[config.mk]
export PLATFORM = sky130hd
export DESIGN_NAME = adccs_top
export DESIGN_NICKNAME = d
export VERILOG_FILES = /design/src/adccs_pkg.sv /design/src/adccs_top.sv
export SDC_FILE = /design/constraint.sdc
export NUM_CORES = 1
export LEC_CHECK = 0
export BUFFER_PORTS_ARGS = -buffer_cell sky130_fd_sc_hd__clkbuf_2
export CORE_MARGIN = 3
export CORE_UTILIZATION = 50
export CTS_BUF_LIST = sky130_fd_sc_hd__clkbuf_2 sky130_fd_sc_hd__clkbuf_4 sky130_fd_sc_hd__clkbuf_8
export DETAILED_ROUTE_END_ITERATION = 10
export PLACE_DENSITY = 0.71
export SYNTH_ARGS = -nofsm -noshare
export SYNTH_HDL_FRONTEND = slang
export SYNTH_SLANG_ARGS = --single-unit
[constraint.sdc]
create_clock -name mclk -period 3.4 [get_ports mclk]
set_clock_uncertainty 0.05 [all_clocks]
set_input_delay 0 -clock mclk [delete_from_list [all_inputs] [get_ports mclk]]
set_output_delay 0 -clock mclk [all_outputs]
set_load 0.01 [all_outputs]
[src/adccs_pkg.sv]
// package: register map, field layout, reset values and timing counts of the sequencer
package adccs_pkg;

  // register offsets on the plain register port
  localparam logic [2:0] ADDR_MAIN_CTRL = 3'h0;
  localparam logic [2:0] ADDR_RESULT    = 3'h1;
  localparam logic [2:0] ADDR_PIN_CFG   = 3'h2;
  localparam logic [2:0] ADDR_PORT      = 3'h3;
  localparam logic [2:0] ADDR_IRQ_STAT  = 3'h4;
  localparam logic [2:0] ADDR_IRQ_MASK  = 3'h5;
  localparam logic [2:0] ADDR_DIR       = 3'h6;

  // reset values
  localparam logic [7:0] RST_MAIN_CTRL = 8'h00;
  localparam logic [7:0] RST_RESULT    = 8'h00;
  localparam logic [7:0] RST_PIN_CFG   = 8'h00;
  localparam logic [7:0] RST_DIR       = 8'hFF;
  localparam logic [0:0] RST_IRQ       = 1'h0;

  // irq status / mask bit position
  localparam int IRQ_DONE_BIT = 0;

  // conv_clock_select encodings
  localparam logic [1:0] CS_OSC2  = 2'h0;
  localparam logic [1:0] CS_OSC8  = 2'h1;
  localparam logic [1:0] CS_OSC32 = 2'h2;
  localparam logic [1:0] CS_RC    = 2'h3;

  // oscillator periods per half bit period for each divided source
  localparam logic [3:0] HALF_OSC2  = 4'h1;
  localparam logic [3:0] HALF_OSC8  = 4'h4;
  localparam logic [4:0] HALF_OSC32 = 5'h10;

  // sequence lengths, counted in half bit periods
  localparam logic [4:0] CONV_HALVES  = 5'h13; // 9.5 bit periods
  localparam logic [4:0] WAIT_HALVES  = 5'h04; // 2 bit periods
  localparam logic [4:0] FIRST_DECIDE = 5'h03; // first bit decided here
  localparam logic [4:0] LAST_DECIDE  = 5'h11;

  // main control register layout, bit 7 down to bit 0
  typedef struct packed {
    logic [1:0] conv_clock_select;
    logic [2:0] input_channel_select;
    logic       go_busy;
    logic       unused_bit;
    logic       converter_power_on;
  } adccs_ctl_type;

  // gray coded sequencer states
  typedef enum logic [1:0] {
    ST_SAMPLE = 2'b00,
    ST_CONV   = 2'b01,
    ST_WAIT   = 2'b11
  } adccs_state_type;

endpackage

[src/adccs_top.sv]
// conversion sequencer: clocking, start/abort, result, done flag and register port
module adccs_top (
  input  wire logic       mclk,          // system clock, 125 MHz
  input  wire logic       resetn,        // asynchronous reset, active low
  input  wire logic [2:0] reg_addr,      // register address
  input  wire logic [7:0] reg_wdata,     // register write data
  input  wire logic       reg_wr,        // write strobe
  input  wire logic       reg_rd,        // read strobe
  output logic      [7:0] reg_rdata,     // read data, cycle after strobe
  input  wire logic       rc_half_tick,  // internal rc clock, one pulse per half bit period
  input  wire logic       comp_high,     // comparator: input at or above trial value
  output logic      [7:0] sar_trial,     // trial code to the comparator dac
  output logic      [2:0] mux_channel,   // analog channel to the hold stage
  output logic            sample_connect,// hold capacitor tied to selected input
  input  wire logic [7:0] pin_level,     // digital levels of the port pins
  output logic      [7:0] pin_dir,       // pin_direction_bits, 1 means input
  output logic            irq            // level interrupt
);

  adccs_pkg::adccs_ctl_type   ctl_q;
  adccs_pkg::adccs_state_type st_q;
  logic [7:0] result_q;
  logic [7:0] pin_cfg_q;   // 1 marks a pin as analog
  logic [7:0] dir_q;
  logic       stat_q;
  logic       mask_q;
  logic [4:0] div_q;
  logic [4:0] hcnt_q;
  logic [7:0] sar_q;
  logic [7:0] bit_q;       // one-hot bit under test
  logic [4:0] fast_cnt_q;  // cycles since an undisturbed start on the fastest source

  logic       wr_ctl;
  logic       start_p;
  logic       abort_p;
  logic       htick;
  logic [4:0] hcnt_next;
  logic       decide;
  logic       done_p;
  logic       wait_end;
  logic [7:0] sar_dec;
  adccs_pkg::adccs_ctl_type wctl;

  // half bit period reload for the divided sources
  function automatic logic [4:0] half_reload(input logic [1:0] cs);
    case (cs)
      adccs_pkg::CS_OSC2:  half_reload = 5'(adccs_pkg::HALF_OSC2) - 5'h01;
      adccs_pkg::CS_OSC8:  half_reload = 5'(adccs_pkg::HALF_OSC8) - 5'h01;
      default:             half_reload = adccs_pkg::HALF_OSC32 - 5'h01;
    endcase
  endfunction

  // write decode and sequencer events
  assign wctl    = adccs_pkg::adccs_ctl_type'(reg_wdata);
  assign wr_ctl  = reg_wr && (reg_addr == adccs_pkg::ADDR_MAIN_CTRL);
  // start only when power was already on, so a combined power-on/start does nothing
  assign start_p = wr_ctl && wctl.go_busy && wctl.converter_power_on
                   && ctl_q.converter_power_on && (st_q == adccs_pkg::ST_SAMPLE);
  assign abort_p = wr_ctl && !wctl.go_busy && wctl.converter_power_on
                   && (st_q == adccs_pkg::ST_CONV);

  // half bit period tick: divider for oscillator sources, rc pulse otherwise
  assign htick = (st_q != adccs_pkg::ST_SAMPLE)
                 && ((ctl_q.conv_clock_select == adccs_pkg::CS_RC) ? rc_half_tick
                                                                  : (div_q == 5'h00));
  assign hcnt_next = hcnt_q + 5'h01;
  // a bit is decided at every odd half period from the third to the seventeenth
  assign decide   = htick && (st_q == adccs_pkg::ST_CONV) && hcnt_next[0]
                    && (hcnt_next >= adccs_pkg::FIRST_DECIDE)
                    && (hcnt_next <= adccs_pkg::LAST_DECIDE);
  assign done_p   = htick && (st_q == adccs_pkg::ST_CONV) && !abort_p
                    && (hcnt_next == adccs_pkg::CONV_HALVES);
  assign wait_end = htick && (st_q == adccs_pkg::ST_WAIT)
                    && (hcnt_next == adccs_pkg::WAIT_HALVES);
  assign sar_dec  = comp_high ? sar_q : (sar_q & ~bit_q);

  // sequencer state
  always_ff @(posedge mclk or negedge resetn) begin
    if (!resetn) begin
      st_q <= adccs_pkg::ST_SAMPLE;
    end else if (!ctl_q.converter_power_on) begin
      st_q <= adccs_pkg::ST_SAMPLE;
    end else begin
      case (st_q)
        adccs_pkg::ST_SAMPLE: begin
          if (start_p) begin
            st_q <= adccs_pkg::ST_CONV;
          end
        end
        adccs_pkg::ST_CONV: begin
          if (abort_p || done_p) begin
            st_q <= adccs_pkg::ST_WAIT;
          end
        end
        adccs_pkg::ST_WAIT: begin
          if (wait_end) begin
            st_q <= adccs_pkg::ST_SAMPLE;
          end
        end
        default: st_q <= adccs_pkg::ST_SAMPLE;
      endcase
    end
  end

  // divider and half period counter, restarted on entry to conversion and to wait
  always_ff @(posedge mclk or negedge resetn) begin
    if (!resetn) begin
      div_q  <= 5'h00;
      hcnt_q <= 5'h00;
    end else if (start_p || abort_p || done_p) begin
      div_q  <= half_reload(ctl_q.conv_clock_select);
      hcnt_q <= 5'h00;
    end else if (st_q != adccs_pkg::ST_SAMPLE) begin
      div_q  <= (div_q == 5'h00) ? half_reload(ctl_q.conv_clock_select) : div_q - 5'h01;
      hcnt_q <= htick ? hcnt_next : hcnt_q;
    end
  end

  // successive approximation register
  always_ff @(posedge mclk or negedge resetn) begin
    if (!resetn) begin
      sar_q <= 8'h00;
      bit_q <= 8'h00;
    end else if (start_p) begin
      sar_q <= 8'h80;
      bit_q <= 8'h80;
    end else if (decide) begin
      sar_q <= sar_dec | (bit_q >> 1);
      bit_q <= bit_q >> 1;
    end
  end

  // main control register; hardware clears busy on completion or power-off
  always_ff @(posedge mclk or negedge resetn) begin
    if (!resetn) begin
      ctl_q <= adccs_pkg::adccs_ctl_type'(adccs_pkg::RST_MAIN_CTRL);
    end else if (wr_ctl) begin
      ctl_q            <= wctl;
      ctl_q.unused_bit <= 1'b0;
      // busy only rises on an accepted start; a completion in this cycle still clears it
      ctl_q.go_busy    <= wctl.go_busy
                          && (start_p || ((st_q == adccs_pkg::ST_CONV) && !done_p));
    end else if (done_p || !ctl_q.converter_power_on) begin
      ctl_q.go_busy <= 1'b0;
    end
  end

  // result register: loaded only by completion, or by software
  always_ff @(posedge mclk or negedge resetn) begin
    if (!resetn) begin
      result_q <= adccs_pkg::RST_RESULT;
    end else if (done_p) begin
      result_q <= sar_q;
    end else if (reg_wr && reg_addr == adccs_pkg::ADDR_RESULT) begin
      result_q <= reg_wdata;
    end
  end

  // pin configuration and direction registers
  always_ff @(posedge mclk or negedge resetn) begin
    if (!resetn) begin
      pin_cfg_q <= adccs_pkg::RST_PIN_CFG;
      dir_q     <= adccs_pkg::RST_DIR;
    end else if (reg_wr) begin
      if (reg_addr == adccs_pkg::ADDR_PIN_CFG) begin
        pin_cfg_q <= reg_wdata;
      end
      if (reg_addr == adccs_pkg::ADDR_DIR) begin
        dir_q <= reg_wdata;
      end
    end
  end

  // done flag is sticky; a completion in the clearing cycle wins
  always_ff @(posedge mclk or negedge resetn) begin
    if (!resetn) begin
      stat_q <= adccs_pkg::RST_IRQ;
      mask_q <= adccs_pkg::RST_IRQ;
    end else begin
      if (done_p) begin
        stat_q <= 1'b1;
      end else if (reg_wr && reg_addr == adccs_pkg::ADDR_IRQ_STAT
                   && reg_wdata[adccs_pkg::IRQ_DONE_BIT]) begin
        stat_q <= 1'b0;
      end
      if (reg_wr && reg_addr == adccs_pkg::ADDR_IRQ_MASK) begin
        mask_q <= reg_wdata[adccs_pkg::IRQ_DONE_BIT];
      end
    end
  end

  // read data, registered for the cycle after the strobe
  always_ff @(posedge mclk or negedge resetn) begin
    if (!resetn) begin
      reg_rdata <= 8'h00;
    end else if (reg_rd) begin
      case (reg_addr)
        adccs_pkg::ADDR_MAIN_CTRL: reg_rdata <= ctl_q;
        adccs_pkg::ADDR_RESULT:    reg_rdata <= result_q;
        adccs_pkg::ADDR_PIN_CFG:   reg_rdata <= pin_cfg_q;
        adccs_pkg::ADDR_PORT:      reg_rdata <= pin_level & ~pin_cfg_q;
        adccs_pkg::ADDR_IRQ_STAT:  reg_rdata <= {7'h00, stat_q};
        adccs_pkg::ADDR_IRQ_MASK:  reg_rdata <= {7'h00, mask_q};
        adccs_pkg::ADDR_DIR:       reg_rdata <= dir_q;
        default:                   reg_rdata <= 8'h00;
      endcase
    end else begin
      reg_rdata <= 8'h00;
    end
  end

  // analog side: channel follows the select alone, whatever the pin setup
  assign mux_channel    = ctl_q.input_channel_select;
  assign sample_connect = ctl_q.converter_power_on && (st_q == adccs_pkg::ST_SAMPLE);
  assign sar_trial      = sar_q;
  assign pin_dir        = dir_q;
  assign irq            = stat_q && mask_q;

  // helper: counts clocks of an undisturbed fast conversion, zero otherwise
  // a counter instead of a long repetition keeps the property cheap for the tools
  always_ff @(posedge mclk or negedge resetn) begin
    if (!resetn) begin
      fast_cnt_q <= 5'h00;
    end else if (start_p && (ctl_q.conv_clock_select == adccs_pkg::CS_OSC2)) begin
      fast_cnt_q <= 5'h01;
    end else if (wr_ctl || done_p || !ctl_q.converter_power_on) begin
      fast_cnt_q <= 5'h00;
    end else if (fast_cnt_q != 5'h00) begin
      fast_cnt_q <= fast_cnt_q + 5'h01;
    end
  end
endmodule

==> run metrics <==
CP peak stage delay=0.54 ns; detailed placement HPWL=5850 um; cts bufs inserted=9; Most Frequent Cell on Critical Path=nor2_1; status=complete, no violations; Layout area overhead=17.1%; max-cap violations=0; final instance area=4240 sq um; WHS=0.0316 ns; Syn Area/Cell=10.4 sq um; Pleak=0.00192 uW; Clock Sinks=69; CP Data Arrival Time=2.74 ns; die height=91.1 um; Non-Filler Instances=505; first-pass GRT wire length=13700 um; final worst path period need=2.59 ns; detailed router's first-iteration violation count=148; fin nets=435; Power Density=504 nW/um^2; H-tree depth=3; RSZ-0062 raised after global routing=false; Starting Density=52.4%; Post-Place Cells=479; Synth Net Count=378; share of cells above drive strength 1=27.1%; Clock Tree Root=clkbuf_8; grt ovf=0; maximum VDD drop=258 uV; CP Max Fanout=17; final period utilization=76.1%; CP Capture Type=register; Mapped Area=3620 sq um; post-layout util=61.4%; Crit Path Class=reg2reg; synth top area cells=dfrtp_1 (42%), dfstp_2 (5.8%), mux2_2 (5.6%); DR pass1 iterations=4; # IOs=54; CP Cell Sequence=inv_1 > ha_1 > nor4b_4 > mux2i_2 > nor2_1 > nand4_1 > nor2_1 > a21oi_1; Post-synth EDFFs=0; commonest cells in the netlist=dfrtp_1 (61), nor2_1 (41), nand2_1 (24), mux2_2 (18), o21ai_0 (16); cell row count=30; aggregate global-route resource usage=20.5%; Synth Flop Type=dfrtp_1; vias in the first global route=2804; Seq cells post-synth=69; worst rel slew slack=55.0%; fmax=0.387 GHz; Fillers=611; Reg clk slew, reported paths=0.08 ns; die area=8300 sq um; Fin. Hold Viols=0; post-DR vias/cell=5.59; Ys Warns=0; Worst-Margin Slew=0.674 ns; hold crit path type=in2reg; Diodes inserted=0; worst-skew pair later-pin latency=0.35 ns; DRC Markers=0; area share of the largest cell type after synthesis=42.2%; Setup Buffers After CTS=0; delay-heaviest family, CP=simple AND/OR/NAND/NOR gates; core box area=6910 sq um; IO Port Bufs=53; setup TNS=0 ns; post-synth cell types=61; Antenna Nets Post-Route=0; Routed WL per cell=16.1 um; WP buf/inv=1; die width=91.1 um; vias post-DR=2825; Max Slew Vio Count=0; initial antenna violation count=0; Worst EP required=3.55 ns; Max Root-Sink Buffers=2; CTS tree=yes; Gate Count Post-Synth=347; Placed Area=3930 sq um; area leader, netlist=dfrtp_1; routability cong.=0.871; final setup violation count=0; asr flop ratio synth=100%; total length of routed wires=8140 um; register area share after synthesis=48.0%; Crit-path slowest cell=nand4_1; most common cell in the netlist=dfrtp_1; largest net degree at the start of global routing=30; critical path startpoint category=register
-- flip-flops by register name, summed over array words and instances, names as in the netlist --
signal,cells
pin_cfg_q,8
bit_q,8
ctl_q,4
reg_rdata,8
stat_q,1
pin_dir,8
st_q,2
hcnt_q,5
div_q,5
result_q,8
mask_q,1
sar_trial,8
mux_channel,3
-- worst register-to-register path: stages, from the launching register on --
cell,delay [ns]
dfrtp_1,0.44
inv_1,0.11
ha_1,0.20
nor4b_4,0.32
mux2i_2,0.20
nor2_1,0.26
nand4_1,0.54
nor2_1,0.28
a21oi_1,0.06
-- cell type report --
| type | count | area [sq um] | area share, % |
|---|---|---|---|
| Clock buffer | 9 | 124 | 2.92 |
| Tap cell | 96 | 120 | 2.83 |
| Inverter | 12 | 45.0 | 1.06 |
| Sequential cell | 69 | 1740 | 41.0 |
| Multi-Input combinational cell | 244 | 1730 | 40.8 |
| Clock inverter | 7 | 82.6 | 1.95 |
| Timing Repair Buffer | 68 | 403 | 9.50 |
-- per-stage QoR --
stage | total power, uW | setup slack, ns
2_1_floorplan | 1310 | 1.11
3_3_place_gp | 1430 | 0.970
3_5_place_dp | 1450 | 0.843
4_1_cts | 2160 | 0.818
5_1_grt | 2250 | 0.621
6_report | 2140 | 0.814
-- per-layer routing --
layer | routed length, um | GRT usage, %
met5 | 0 | 0
met4 | 91 | 7.91
met3 | 398 | 3.56
met2 | 3860 | 33.2
met1 | 3790 | 27.6
-- cells in the final DEF (no fill, tap or decap), types with 11 or more instances in the layout --
cell type / n
a21oi_1: 12
clkbuf_2: 52
dfrtp_1: 61
inv_1: 12
mux2_2: 18
mux2i_1: 15
nand2_1: 24
nand3b_1: 11
nor2_1: 41
o21ai_0: 16
-- cells by family (layout without fill, tap and decap cells) --
logic type / after synthesis / count (layout) / share of synthesized area [%]
AND/OR/NAND/NOR: 126 / 126 / 19.3
multiplexers: 35 / 35 / 10.7
adder cells (fa/ha/maj): 6 / 6 / 2.07
buffers and inverters: 34 / 96 / 4.25
flip-flops: 69 / 69 / 48.0
AO/OA/AOI/OAI: 71 / 71 / 14.2
XOR/XNOR: 6 / 6 / 1.45
-- final timing paths --
path,from,endpoint,slack [ns],cells after the start
min in group asynchronous,resetn,mux_channel[0],0.05,2
max in group asynchronous,resetn,pin_dir[5],2.50,3
worst min register to register,bit_q[0],bit_q[0],0.47,2
worst min-delay path,comp_high,sar_trial[7],0.03,3
worst max register to register,div_q[0],result_q[7],0.81,8
worst max-delay path,div_q[0],result_q[7],0.81,8
-- power breakdown --
| part | internal [uW] | switching, uW |
|---|---|---|
| Sequential | 948 | 101 |
| Combinational | 196 | 196 |
| Clock | 350 | 346 |
-- repair_timing --
item / in CTS / in global routing
resized for setup: 0 / 0
hold buffers: 10 / 0
endpoints found under the hold margin: 93 / 0
No activity file was read; power rests on OpenSTA's default activity.
